File: src/flash_id_pkg.sv
package flash_id_pkg;
    // Address and data widths of the flash bus
    localparam int ADDR_W = 20;
    localparam int DATA_W = 16;
    localparam int SECT_W = 6;
    localparam int NUM_SECTORS = 35;
    // Identifier code selects on code_select_bits (bit1, bit0)
    localparam logic [1:0] SEL_MANUF = 2'h0;
    localparam logic [1:0] SEL_DEVICE = 2'h1;
    localparam logic [1:0] SEL_PROTECT = 2'h2;
    localparam logic [1:0] SEL_LOCK = 2'h3;
    // Address bit positions used by the identifier read
    localparam int CODE_BIT0 = 0;
    localparam int CODE_BIT1 = 1;
    localparam int CODE_BIT6 = 6;
    localparam int ID_PIN_BIT = 9;
    localparam int SECT_LSB = 12;
    // Bottom-boot sector decode bit positions
    localparam int BIG_MSB = 19;
    localparam int BIG_LSB = 15;
    localparam int HALF_BIT = 14;
    localparam int PAIR_BIT = 13;
    localparam int FIRST_BIG = 3;
    // Identifier data decode
    localparam int LOCK_BIT = 7;
    localparam logic [7:0] LOCK_LOW_CODE = 8'h03;
    localparam int PROT_BIT = 0;
    // Secured region word range
    localparam logic [ADDR_W-1:0] SECURE_BASE = 20'hf8000;
    localparam logic [ADDR_W-1:0] SECURE_LAST = 20'hf807f;
    localparam logic [ADDR_W-1:0] ESN_LAST = 20'hf8007;
    // Bus timing, in ns, and derived cycle counts at 100 MHz
    localparam int CLK_NS = 10;
    localparam int ACCESS_NS = 70;
    localparam int ACCESS_CYC = (ACCESS_NS + CLK_NS - 1) / CLK_NS;
    localparam int STROBE_NS = 50;
    localparam int STROBE_CYC = (STROBE_NS + CLK_NS - 1) / CLK_NS;
    localparam int CNT_W = 8;
    // Host operations
    typedef enum logic [1:0] {
        OP_READ_ID,
        OP_WRITE,
        OP_READ
    } op_t;
endpackage

File: src/flash_id_host.sv
`timescale 1ns/1ps
//
// Behaviour
// - Host holds id address pin at high voltage for high-voltage id reads.
// - Host drives code select bits, bit6 low; read with CE, OE low, WE high.
// - Protect verify puts sector address on high bits; data bit0 one if protected.
// - Host applies high voltage only on clear pin for protect operations.
//
module flash_id_host
    import flash_id_pkg::*;
#(
    parameter int HOLD_CYC = STROBE_CYC // Cycles each write strobe and clear pulse lasts
)(
    input wire logic clk, // Clock
    input wire logic rst, // Async reset, high
    input wire logic req_valid, // Start an operation
    input wire op_t req_op, // Operation kind
    input wire logic req_hv, // Use high-voltage id method
    input wire logic [1:0] req_code, // Identifier code to read
    input wire logic [ADDR_W-1:0] req_addr, // Word address or sector address
    input wire logic [DATA_W-1:0] req_wdata, // Write data
    input wire logic req_clear, // Pulse the hardware clear pin
    input wire logic req_unprot, // Hold clear pin at high voltage
    input wire logic [DATA_W-1:0] dq_in, // Data pins from device
    output logic req_ready, // Idle and able to accept
    output logic rsp_valid, // Read data ready, one cycle
    output logic [DATA_W-1:0] rsp_data, // Read data
    output logic rsp_protected, // Sector protected, from protect verify
    output logic rsp_locked, // Secured region factory locked
    output logic rsp_esn, // Address lies in serial-number words
    output logic [SECT_W-1:0] rsp_sector, // Sector decoded from address
    output logic [ADDR_W-1:0] addr_out, // Address pins
    output logic [DATA_W-1:0] dq_out, // Data pins to device
    output logic dq_oe, // High while host drives data pins
    output logic ce_n, // Chip select, low active
    output logic oe_n, // Output drive, low active
    output logic we_n, // Write strobe, low active
    output logic clear_n, // Hardware clear pin, low active
    output logic clear_hv, // Clear pin raised to high voltage
    output logic id_hv // Id address pin raised to high voltage
);
    // Strobe length must fit the phase counter
    if (HOLD_CYC < 1 || HOLD_CYC >= (1 << CNT_W)) begin : g_hold_chk
        $error("HOLD_CYC out of range");
    end

    typedef enum logic [2:0] {
        ST_IDLE,
        ST_SETUP,
        ST_STROBE,
        ST_RECOVER,
        ST_CLEAR
    } state_t;

    localparam logic [CNT_W-1:0] HOLD_LAST = CNT_W'(HOLD_CYC - 1);
    localparam logic [CNT_W-1:0] READ_LAST = CNT_W'(ACCESS_CYC - 1);

    logic [SECT_W-1:0] dec_sector;

    state_t state_ff, nxt_state;
    logic [CNT_W-1:0] cnt_ff, nxt_cnt;
    op_t op_ff, nxt_op;
    logic [ADDR_W-1:0] addr_ff, nxt_addr;
    logic [DATA_W-1:0] dq_ff, nxt_dq;
    logic dq_oe_ff, nxt_dq_oe;
    logic ce_n_ff, nxt_ce_n;
    logic oe_n_ff, nxt_oe_n;
    logic we_n_ff, nxt_we_n;
    logic clear_n_ff, nxt_clear_n;
    logic clear_hv_ff, nxt_clear_hv;
    logic id_hv_ff, nxt_id_hv;
    logic hv_read_ff, nxt_hv_read;
    logic [1:0] code_ff, nxt_code;
    logic rsp_valid_ff, nxt_rsp_valid;
    logic [DATA_W-1:0] rsp_data_ff, nxt_rsp_data;
    logic rsp_prot_ff, nxt_rsp_prot;
    logic rsp_lock_ff, nxt_rsp_lock;
    logic rsp_esn_ff, nxt_rsp_esn;
    logic [SECT_W-1:0] rsp_sector_ff, nxt_rsp_sector;

    // Build id-read address: code bits low, bit6 low, sector on high bits for protect verify only
    function automatic logic [ADDR_W-1:0] id_addr(input logic [1:0] code,
                                                 input logic [ADDR_W-1:0] sa);
        logic [ADDR_W-1:0] a;
        a = '0;
        if (code == SEL_PROTECT) begin
            a = {sa[ADDR_W-1:SECT_LSB], {SECT_LSB{1'b0}}};
        end
        a[CODE_BIT6] = 1'b0;
        a[CODE_BIT1] = code[1];
        a[CODE_BIT0] = code[0];
        return a;
    endfunction

    // Word address in the secured region's serial-number words
    function automatic logic in_esn(input logic [ADDR_W-1:0] a);
        return (a >= SECURE_BASE) && (a <= ESN_LAST);
    endfunction

    ////////////////////////////////////////////////////////////////////
    sector_decode u_dec (
        .addr(addr_ff),
        .sector(dec_sector),
        .prot_addr()
    );

    ////////////////////////////////////////////////////////////////////
    // Sequencer for bus cycles and clear-pin control
    always_comb begin
        nxt_state = state_ff;
        nxt_cnt = cnt_ff;
        nxt_op = op_ff;
        nxt_addr = addr_ff;
        nxt_dq = dq_ff;
        nxt_dq_oe = dq_oe_ff;
        nxt_ce_n = ce_n_ff;
        nxt_oe_n = oe_n_ff;
        nxt_we_n = we_n_ff;
        nxt_clear_n = clear_n_ff;
        nxt_clear_hv = req_unprot;
        nxt_id_hv = id_hv_ff;
        nxt_hv_read = hv_read_ff;
        nxt_code = code_ff;
        nxt_rsp_valid = 1'b0;
        nxt_rsp_data = rsp_data_ff;
        nxt_rsp_prot = rsp_prot_ff;
        nxt_rsp_lock = rsp_lock_ff;
        nxt_rsp_esn = rsp_esn_ff;
        nxt_rsp_sector = rsp_sector_ff;
        case (state_ff)
            ST_IDLE: begin
                nxt_cnt = '0;
                if (req_clear) begin
                    nxt_clear_n = 1'b0;
                    nxt_state = ST_CLEAR;
                end else if (req_valid) begin
                    nxt_op = req_op;
                    nxt_code = req_code;
                    nxt_hv_read = (req_op == OP_READ_ID) && req_hv;
                    nxt_id_hv = (req_op == OP_READ_ID) && req_hv;
                    nxt_addr = (req_op == OP_READ_ID) ? id_addr(req_code, req_addr)
                                                      : req_addr;
                    nxt_dq = req_wdata;
                    nxt_dq_oe = (req_op == OP_WRITE);
                    nxt_state = ST_SETUP;
                end
            end
            ST_SETUP: begin
                nxt_ce_n = 1'b0;
                nxt_oe_n = (op_ff == OP_WRITE);
                nxt_we_n = (op_ff != OP_WRITE);
                nxt_state = ST_STROBE;
            end
            ST_STROBE: begin
                nxt_cnt = cnt_ff + CNT_W'(1);
                if (cnt_ff >= ((op_ff == OP_WRITE) ? HOLD_LAST : READ_LAST)) begin
                    nxt_ce_n = 1'b1;
                    nxt_oe_n = 1'b1;
                    nxt_we_n = 1'b1;
                    nxt_cnt = '0;
                    if (op_ff != OP_WRITE) begin
                        nxt_rsp_valid = 1'b1;
                        nxt_rsp_data = dq_in;
                        nxt_rsp_sector = dec_sector;
                        nxt_rsp_esn = in_esn(addr_ff);
                        if (op_ff == OP_READ_ID) begin
                            nxt_rsp_data = {{(DATA_W-8){1'b0}}, dq_in[7:0]};
                            if (code_ff == SEL_PROTECT) begin
                                nxt_rsp_prot = dq_in[PROT_BIT];
                            end
                            if (code_ff == SEL_LOCK) begin
                                nxt_rsp_lock = dq_in[LOCK_BIT];
                            end
                        end
                    end
                    nxt_state = ST_RECOVER;
                end
            end
            ST_RECOVER: begin
                nxt_dq_oe = 1'b0;
                nxt_id_hv = 1'b0;
                nxt_hv_read = 1'b0;
                nxt_state = ST_IDLE;
            end
            ST_CLEAR: begin
                nxt_cnt = cnt_ff + CNT_W'(1);
                if (cnt_ff >= HOLD_LAST) begin
                    nxt_clear_n = 1'b1;
                    nxt_cnt = '0;
                    nxt_state = ST_IDLE;
                end
            end
            default: begin
                nxt_state = ST_IDLE;
            end
        endcase
    end

    // State registers
    always_ff @(posedge clk or posedge rst) begin
        if (rst) begin
            state_ff <= ST_IDLE;
            cnt_ff <= '0;
            op_ff <= OP_READ;
            addr_ff <= '0;
            dq_ff <= '0;
            dq_oe_ff <= 1'b0;
            ce_n_ff <= 1'b1;
            oe_n_ff <= 1'b1;
            we_n_ff <= 1'b1;
            clear_n_ff <= 1'b1;
            clear_hv_ff <= 1'b0;
            id_hv_ff <= 1'b0;
            hv_read_ff <= 1'b0;
            code_ff <= SEL_MANUF;
            rsp_valid_ff <= 1'b0;
            rsp_data_ff <= '0;
            rsp_prot_ff <= 1'b0;
            rsp_lock_ff <= 1'b0;
            rsp_esn_ff <= 1'b0;
            rsp_sector_ff <= '0;
        end else begin
            state_ff <= nxt_state;
            cnt_ff <= nxt_cnt;
            op_ff <= nxt_op;
            addr_ff <= nxt_addr;
            dq_ff <= nxt_dq;
            dq_oe_ff <= nxt_dq_oe;
            ce_n_ff <= nxt_ce_n;
            oe_n_ff <= nxt_oe_n;
            we_n_ff <= nxt_we_n;
            clear_n_ff <= nxt_clear_n;
            clear_hv_ff <= nxt_clear_hv;
            id_hv_ff <= nxt_id_hv;
            hv_read_ff <= nxt_hv_read;
            code_ff <= nxt_code;
            rsp_valid_ff <= nxt_rsp_valid;
            rsp_data_ff <= nxt_rsp_data;
            rsp_prot_ff <= nxt_rsp_prot;
            rsp_lock_ff <= nxt_rsp_lock;
            rsp_esn_ff <= nxt_rsp_esn;
            rsp_sector_ff <= nxt_rsp_sector;
        end
    end

    // Idle flag registered alongside state
    logic ready_ff;
    always_ff @(posedge clk or posedge rst) begin
        if (rst) begin
            ready_ff <= 1'b0;
        end else begin
            ready_ff <= (nxt_state == ST_IDLE);
        end
    end

    ////////////////////////////////////////////////////////////////////
    // Outputs straight from flip-flops
    assign req_ready = ready_ff;
    assign rsp_valid = rsp_valid_ff;
    assign rsp_data = rsp_data_ff;
    assign rsp_protected = rsp_prot_ff;
    assign rsp_locked = rsp_lock_ff;
    assign rsp_esn = rsp_esn_ff;
    assign rsp_sector = rsp_sector_ff;
    assign addr_out = addr_ff;
    assign dq_out = dq_ff;
    assign dq_oe = dq_oe_ff;
    assign ce_n = ce_n_ff;
    assign oe_n = oe_n_ff;
    assign we_n = we_n_ff;
    assign clear_n = clear_n_ff;
    assign clear_hv = clear_hv_ff;
    assign id_hv = id_hv_ff;
endmodule

File: src/sector_decode.sv
`timescale 1ns/1ps
module sector_decode
    import flash_id_pkg::*;
(
    input wire logic [ADDR_W-1:0] addr, // Word address
    output logic [SECT_W-1:0] sector, // Bottom-boot sector number
    output logic [SECT_W-1:0] prot_addr // Copy of the sector number
);
    // Bottom boot: 16K, 8K, 8K, 32K bytes then 64 Kbyte sectors
    always_comb begin
        prot_addr = '0;
        if (addr[BIG_MSB:BIG_LSB] != '0) begin
            sector = SECT_W'(addr[BIG_MSB:BIG_LSB]) + SECT_W'(FIRST_BIG);
        end else if (addr[HALF_BIT]) begin
            sector = SECT_W'(FIRST_BIG);
        end else if (addr[PAIR_BIT]) begin
            sector = addr[SECT_LSB] ? SECT_W'(2) : SECT_W'(1);
        end else begin
            sector = '0;
        end
        prot_addr = sector;
    end
endmodule

File: config.mk
export PLATFORM = sky130hd
export DESIGN_NAME = flash_id_host
export DESIGN_NICKNAME = d
export VERILOG_FILES = /design/src/flash_id_pkg.sv /design/src/flash_id_host.sv /design/src/sector_decode.sv
export SDC_FILE = /design/constraint.sdc
export NUM_CORES = 1
export LEC_CHECK = 0
export BUFFER_PORTS_ARGS = -buffer_cell sky130_fd_sc_hd__buf_4
export CAP_MARGIN = 20
export CORE_ASPECT_RATIO = 0.8
export CORE_UTILIZATION = 50
export CTS_CLUSTER_SIZE = 16
export DETAILED_ROUTE_END_ITERATION = 10
export PLACE_DENSITY = 0.78
export SLEW_MARGIN = 20
export SYNTH_ARGS = -nofsm -noshare
export SYNTH_HDL_FRONTEND = slang
export SYNTH_SLANG_ARGS = --single-unit
export TNS_END_PERCENT = 5
File: constraint.sdc
create_clock -name clk -period 3.2 [get_ports clk]
set_input_delay 0.64 -clock clk [delete_from_list [all_inputs] [get_ports clk]]
set_output_delay 0.64 -clock clk [all_outputs]
set_load 0.02 [all_outputs]
==> results of run 1 <==
## critical path, delay by kind of cell, from the launching register on
family / cells / cell delay, ps
fa+ha+maj: 1 / 290
mux: 1 / 330
compound gates: 1 / 320
buf+inv: 2 / 400
simple gates: 3 / 380
flops: 1 / 570
## power groups by stage
stage | Sequential, mW | Combinational [mW] | Clock (mW)
4_1_cts | 1.90 | 2.13 | 0.881
3_3_place_gp | 1.90 | 2.07 | 0
6_report | 1.90 | 2.11 | 0.865
5_1_grt | 1.95 | 2.27 | 0.918
3_5_place_dp | 1.91 | 2.12 | 0
2_1_floorplan | 2.26 | 0.900 | 0
## stage by stage
stage / total power [mW] / hold WS [ps]
after CTS: 4.90 / 373
after global placement: 3.96 / 468
after detailed placement: 4.04 / 479
after global routing: 5.14 / 365
final: 4.87 / 378
after floorplan: 3.16 / 442
## layer usage
| layer | track usage, % | vias to the layer above | wire, µm |
|---|---|---|---|
| met5 | 0 | - | 0 |
| met4 | 5.88 | 0 | 73 |
| met3 | 6.74 | 7 | 544 |
| met2 | 34.0 | 108 | 3860 |
| met1 | 29.6 | 1353 | 3890 |
| li1 | - | 1369 | - |
## flip-flops by register name, indices dropped and copies added (netlist names), 2 cells and up
register and cells:
addr_out 20, cnt_ff 8, code_ff 2, dq_out 16, op_ff 2, rsp_data 16
rsp_sector 6, state_ff 3
## worst max-delay path by stage
stage	startpoint	endpoint	slack (ps)
6_report	op_ff[1]	rsp_data[3]	800
5_1_grt	op_ff[1]	rsp_sector[4]	710
4_1_cts	op_ff[1]	rsp_esn	810
3_5_place_dp	req_clear	addr_out[4]	780
3_3_place_gp	op_ff[1]	rsp_data[2]	880
2_1_floorplan	rst	addr_out[0]	370
## cell usage after synthesis, drive strengths merged, types with 2 or more instances
cell type and instances:
o21ai 26, nor2b 2, dfrtp 80, and3 4
mux2i 3, clkbuf 6, nor2 18, o21a 2
a21oi 7, mux2 39, buf 8, dfstp 5
o2111ai 2, a22o 8, nand2 52, ha 4
inv 13, a31oi 2, nor4 4, nand3 2
xnor2 4, xor2 4, nor3 5, a32oi 2
## final cells by class
cell class                      count  area share, %
Clock buffer                        9           2.46
Clock inverter                      7           2.14
Inverter                           13          0.993
Multi-Input combinational cell    208           29.7
Sequential cell                    85           42.3
Tap cell                           87           2.16
Timing Repair Buffer              134           20.2
## cells in the final DEF (no fill, tap or decap), types with 2 or more instances in the layout
cell type  instances
bufinv_16          2
and3_1             2
nor2b_1            2
buf_4            133
nor3_1             3
mux2_4            11
a31oi_1            2
nor4_1             4
xnor2_1            4
dfrtp_1           80
nor2_1            18
nand2_2            2
a22o_1             8
o2111ai_1          2
a32oi_1            2
o21a_1             2
mux2i_1            3
o21ai_0           25
a21oi_1            7
nand2_1           49
dfstp_2            5
ha_1               4
inv_6              2
inv_1             11
and3_2             2
xor2_1             4
nand3_1            2
mux2_2            28
clkbuf_8           9
clkinv_2           2
## cell families after synthesis
| logic type | synth area share [%] |
|---|---|
| buffers and inverters | 4.07 |
| DFF | 56.4 |
| muxes | 13.5 |
| xor gates and xnor gates | 1.85 |
| and+or+nand+nor | 12.9 |
| adders and majority gates | 1.32 |
| AOI/OAI and AO/OA | 9.92 |
==> flow_summary_export.csv, run 1 <==
group,metric,value,unit
die,fp.dieArea,0.00792,mm²
die,rows,27,
die,fp.dieW,99.2,µm
routing,wl_per_cell,15.4,µm
placement,place_area,0.00481,mm²
timing,timing.final.max_slew_violations,0,
cts,cts_sinks,85,
timing,final_hold_viol_count,0,
synthesis,synth-edff-count,0,
pwr,swShare,38.8,%
cts,worstSkewPairLatency,360,ps
die,initial_utilization,53.3,%
timing,post-route-period-util,74.9,%
layout,multi_input_area,0.00150,mm²
pwr,p_clk_share,17.8,%
setup_path,path_cells,"inv_1 > nand2_1 > ha_1 > nand4bb_4 > nand2_4 > o211ai_4 > buf_4 > mux2_4",
setup_path,r2r_end,"rsp_data[3]",
die,dieHeight,79.8,µm
routing,viasPerCell,5.22,
synthesis,avgSynthCellArea,11.8,µm²
grt,grt_pass1_vias,2807,
outcome,status,"completed",
synthesis,synth_seq_area_share,56.4,%
synthesis,synth-async-reset-ratio,100,%
grt,grt_overflow,0,
synthesis,synth_top_area_share,52.9,%
cts,hold_buffers,0,
layout,insertedDiodeCount,0,
setup_path,worstSetupStartpointType,"flop",
pwr,p_comb_share,43.3,%
timing,tightest_slew,862,ps
setup_path,cp_max_fo,15,
pwr,vdd_drop_max,569,µV
die,core,0.00709,mm²
placement,dp.cells,527,
setup_path,ff2ff_path_depth,8,
synthesis,synth_seq_cells,85,
grt,antenna_found_initial,0,
setup_path,worst_path_max_delay_cell,"dfstp_2",
cts,cts_root_buf,"clkbuf_8",
setup_path,critPathKind,"reg -> reg",
job,drv_cap,0,
synthesis,yosysWarnings,0,
pwr,intPower,2.98,mW
layout,fillers,526,
layout,utilization,71.0,%
pwr,switchingPower,1.89,mW
cts,clk_path_buf_depth,2,
routing,vias,2837,
timing,setup_violations,0,
cts,ctsResizeCount,0,
timing,fin_crit,2400,ps
placement,place_ws,776,ps
timing,rsz0062_at_grt,"false",
die,num_io_pins,132,
timing,setup-tns-final,0,ps
synthesis,synthTopCellsByArea,"dfrtp_1 53%, mux2_2 8.3%, nand2_1 5.0%, mux2_4 4.4%, dfstp_2 3.5%",
setup_path,worst_ep_required_time,3450,ps
timing,max-slew-margin-rel,42.3,%
pwr,power_leakage,2.56,nW
layout,final_cells,543,
cts,htreeDepth,3,
setup_path,r2r_slack,800,ps
grt,grt_pass1_wl,13.4,mm
synthesis,syn-num-nets,386,
placement,dpl.hpwl,6.23,mm
cts,postCtsSetupBuffers,0,
routing,finalWirelength,8.37,mm
pwr,power_density,966,mW/mm²
routing,drt-pass1-iter-count,4,
cts,clk_pin_slew_worst_paths,90,ps
layout,area_growth,33.2,%
grt,grt_max_degree,50,
timing,setup_ws,804,ps
timing,fmax,417,MHz
timing,fin_skew,12.3,ps
synthesis,ys.flop_type,"dfrtp_1",
grt,grtUsageTotal,21.8,%
setup_path,r2r_start,"op_ff[1]",
layout,register_area,0.00213,mm²
routing,drtIter0Drc,176,
setup_path,critPathCaptureType,"flop",
synthesis,synthDistinctLibCells,53,
layout,final_nets,517,
worst_hold_path,hold_class,"in -> async",
cts,cts_buffers,9,
placement,portBuffers,131,
cts,cts_tree,"yes",
synthesis,netlist_area,0.00378,mm²
pwr,seqPwrFrac,39.0,%
synthesis,synth_top_cell_by_area,"dfrtp_1",
setup_path,cp_slowest_stage_delay,570,ps
placement,place.gp.congestion,0.812,
setup_path,arrival,2640,ps
routing,antenna_left,0,
synthesis,syn_inst,320,
layout,drive_above_1_share,45.6,%
layout,stdcell_area,0.00504,mm²
routing,drc,0,
Note: power is estimated with default switching activity, not from simulation.
==> inputs of run 2 (changes only) <==
Clock period 3.2 ns to 2.4 ns, I/O delays scaled along.
==> run 2 against run 1 <==
Hold slack got worse by 350 ps. Wire length rose by 0.82%. Die area did not move. Critical endpoint is now rsp_data[7]. Largest cell class unchanged. Highest routed layer unchanged.
==> flow_summary_export.csv, run 2 (same netlist as run 1, synthesis figures left out) <==
group,metric,value,unit
layout,drive_above_1_share,45.7,%
setup_path,worstSetupStartpointType,"flop",
pwr,p_comb_share,44.0,%
grt,grt_pass1_vias,2837,
pwr,vdd_drop_max,660,µV
die,initial_utilization,53.3,%
placement,place.gp.congestion,0.804,
outcome,status,"completed",
pwr,power_density,1270,mW/mm²
layout,largest_reg_flops,20,
pwr,switchingPower,2.48,mW
pwr,power_leakage,2.55,nW
die,rows,27,
timing,final_hold_viol_count,0,
timing,fin_crit,2150,ps
layout,stdcell_area,0.00504,mm²
cts,clk_path_buf_depth,2,
layout,final_nets,518,
pwr,p_clk_share,16.3,%
placement,dpl.hpwl,6.17,mm
cts,cts_root_buf,"clkbuf_8",
placement,place_area,0.00483,mm²
die,num_io_pins,132,
grt,grt_max_degree,81,
routing,finalWirelength,8.44,mm
routing,vias,2859,
cts,hold_buffers,0,
routing,drtIter0Drc,167,
layout,area_growth,33.2,%
timing,fmax,465,MHz
layout,mostFrequentLayoutCells,"133 x buf_4, 80 x dfrtp_1, 49 x nand2_1",
setup_path,cp_max_fo,24,
cts,worstSkewPairLatency,350,ps
cts,htreeDepth,3,
routing,viasPerCell,5.26,
job,drv_cap,0,
setup_path,arrival,2390,ps
grt,grt_overflow,0,
pwr,power,6.37,mW
cts,ctsResizeCount,0,
layout,register_area,0.00213,mm²
grt,grt_pass1_wl,14.0,mm
die,fp.dieArea,0.00792,mm²
timing,setup-tns-final,0,ps
routing,wl_per_cell,15.5,µm
layout,final_common_cell,"buf_4",
timing,timing.final.max_slew_violations,0,
cts,clk_pin_slew_worst_paths,90,ps
routing,drt-pass1-iter-count,4,
grt,antenna_found_initial,0,
layout,insertedDiodeCount,0,
timing,post-route-period-util,89.6,%
timing,fin_skew,14.1,ps
timing,setup_violations,0,
die,fp.dieW,99.2,µm
layout,multi_input_area,0.00150,mm²
pwr,swShare,38.9,%
routing,drc,0,
die,dieHeight,79.8,µm
setup_path,critPathCaptureType,"flop",
setup_path,worst_ep_required_time,2640,ps
worst_hold_path,hold_class,"in -> async",
layout,fillers,513,
cts,postCtsSetupBuffers,0,
cts,cts_buffers,9,
layout,utilization,71.0,%
grt,grtUsageTotal,22.8,%
timing,max-slew-margin-rel,62.3,%
timing,rsz0062_at_grt,"false",
pwr,seqPwrFrac,39.7,%
cts,cts_sinks,85,
die,core,0.00709,mm²
placement,portBuffers,131,
timing,tightest_slew,562,ps
cts,cts_tree,"yes",
pwr,intPower,3.89,mW
routing,antenna_left,0,
setup_path,critPathKind,"reg -> reg",
[run 2: final cells by class]
type	count	share of cell area, %
Tap cell	87	2.16
Multi-Input combinational cell	208	29.7
Sequential cell	85	42.3
Inverter	13	1.04
Clock inverter	6	1.37
Timing Repair Buffer	135	20.6
Clock buffer	10	2.73
[run 2: per-stage QoR]
| stage | hold slack (ps) | setup WS, ps | std cells |
|---|---|---|---|
| detailed placement | 399 | 251 | 528 |
| global route | 8.80 | 170 | 544 |
| finish | 25.4 | 250 | 544 |
| floorplan | 442 | 385 | 320 |
| global placement | 399 | 343 | 528 |
| CTS | 13.9 | 231 | 544 |
[run 2: worst max-delay path: stages (launching register included)]
cell and delay [ps]:
dfstp_2 560, inv_1 60, nand2_1 150, ha_1 290, nand4bb_4 130, nand2_4 90, o211ai_4 190, buf_12 210
mux2_2 350
[run 2: path summary, 6_finish.rpt]
check | start | end | slack, ps | cells past startpoint
hold reg to reg | addr_out[1] | addr_out[1] | 490 | 2
setup reg to reg | op_ff[1] | rsp_data[7] | 250 | 8
min in group clk | req_unprot | clear_hv | 240 | 1
max in group asynchronous | rst | clear_n | 1710 | 3
hold / removal | rst | rsp_data[14] | 30 | 2
setup / recovery | op_ff[1] | rsp_data[7] | 250 | 8
[run 2: routing by layer]
metal  up-vias  track usage, %  wire, µm
li1       1376               -         -
met1      1359            31.5      3840
met2       118            35.5      3900
met3         6            7.18       610
met4         0            5.15        84
met5         -               0         0
[run 2: power by group through the flow]
stage          sequential [mW]  combinational (mW)  clock [mW]
2_1_floorplan             3.02                1.20           0
6_report                  2.53                2.81        1.04
4_1_cts                   2.53                2.84        1.07
3_5_place_dp              2.55                2.83           0
5_1_grt                   2.61                3.05        1.13
3_3_place_gp              2.52                2.76           0
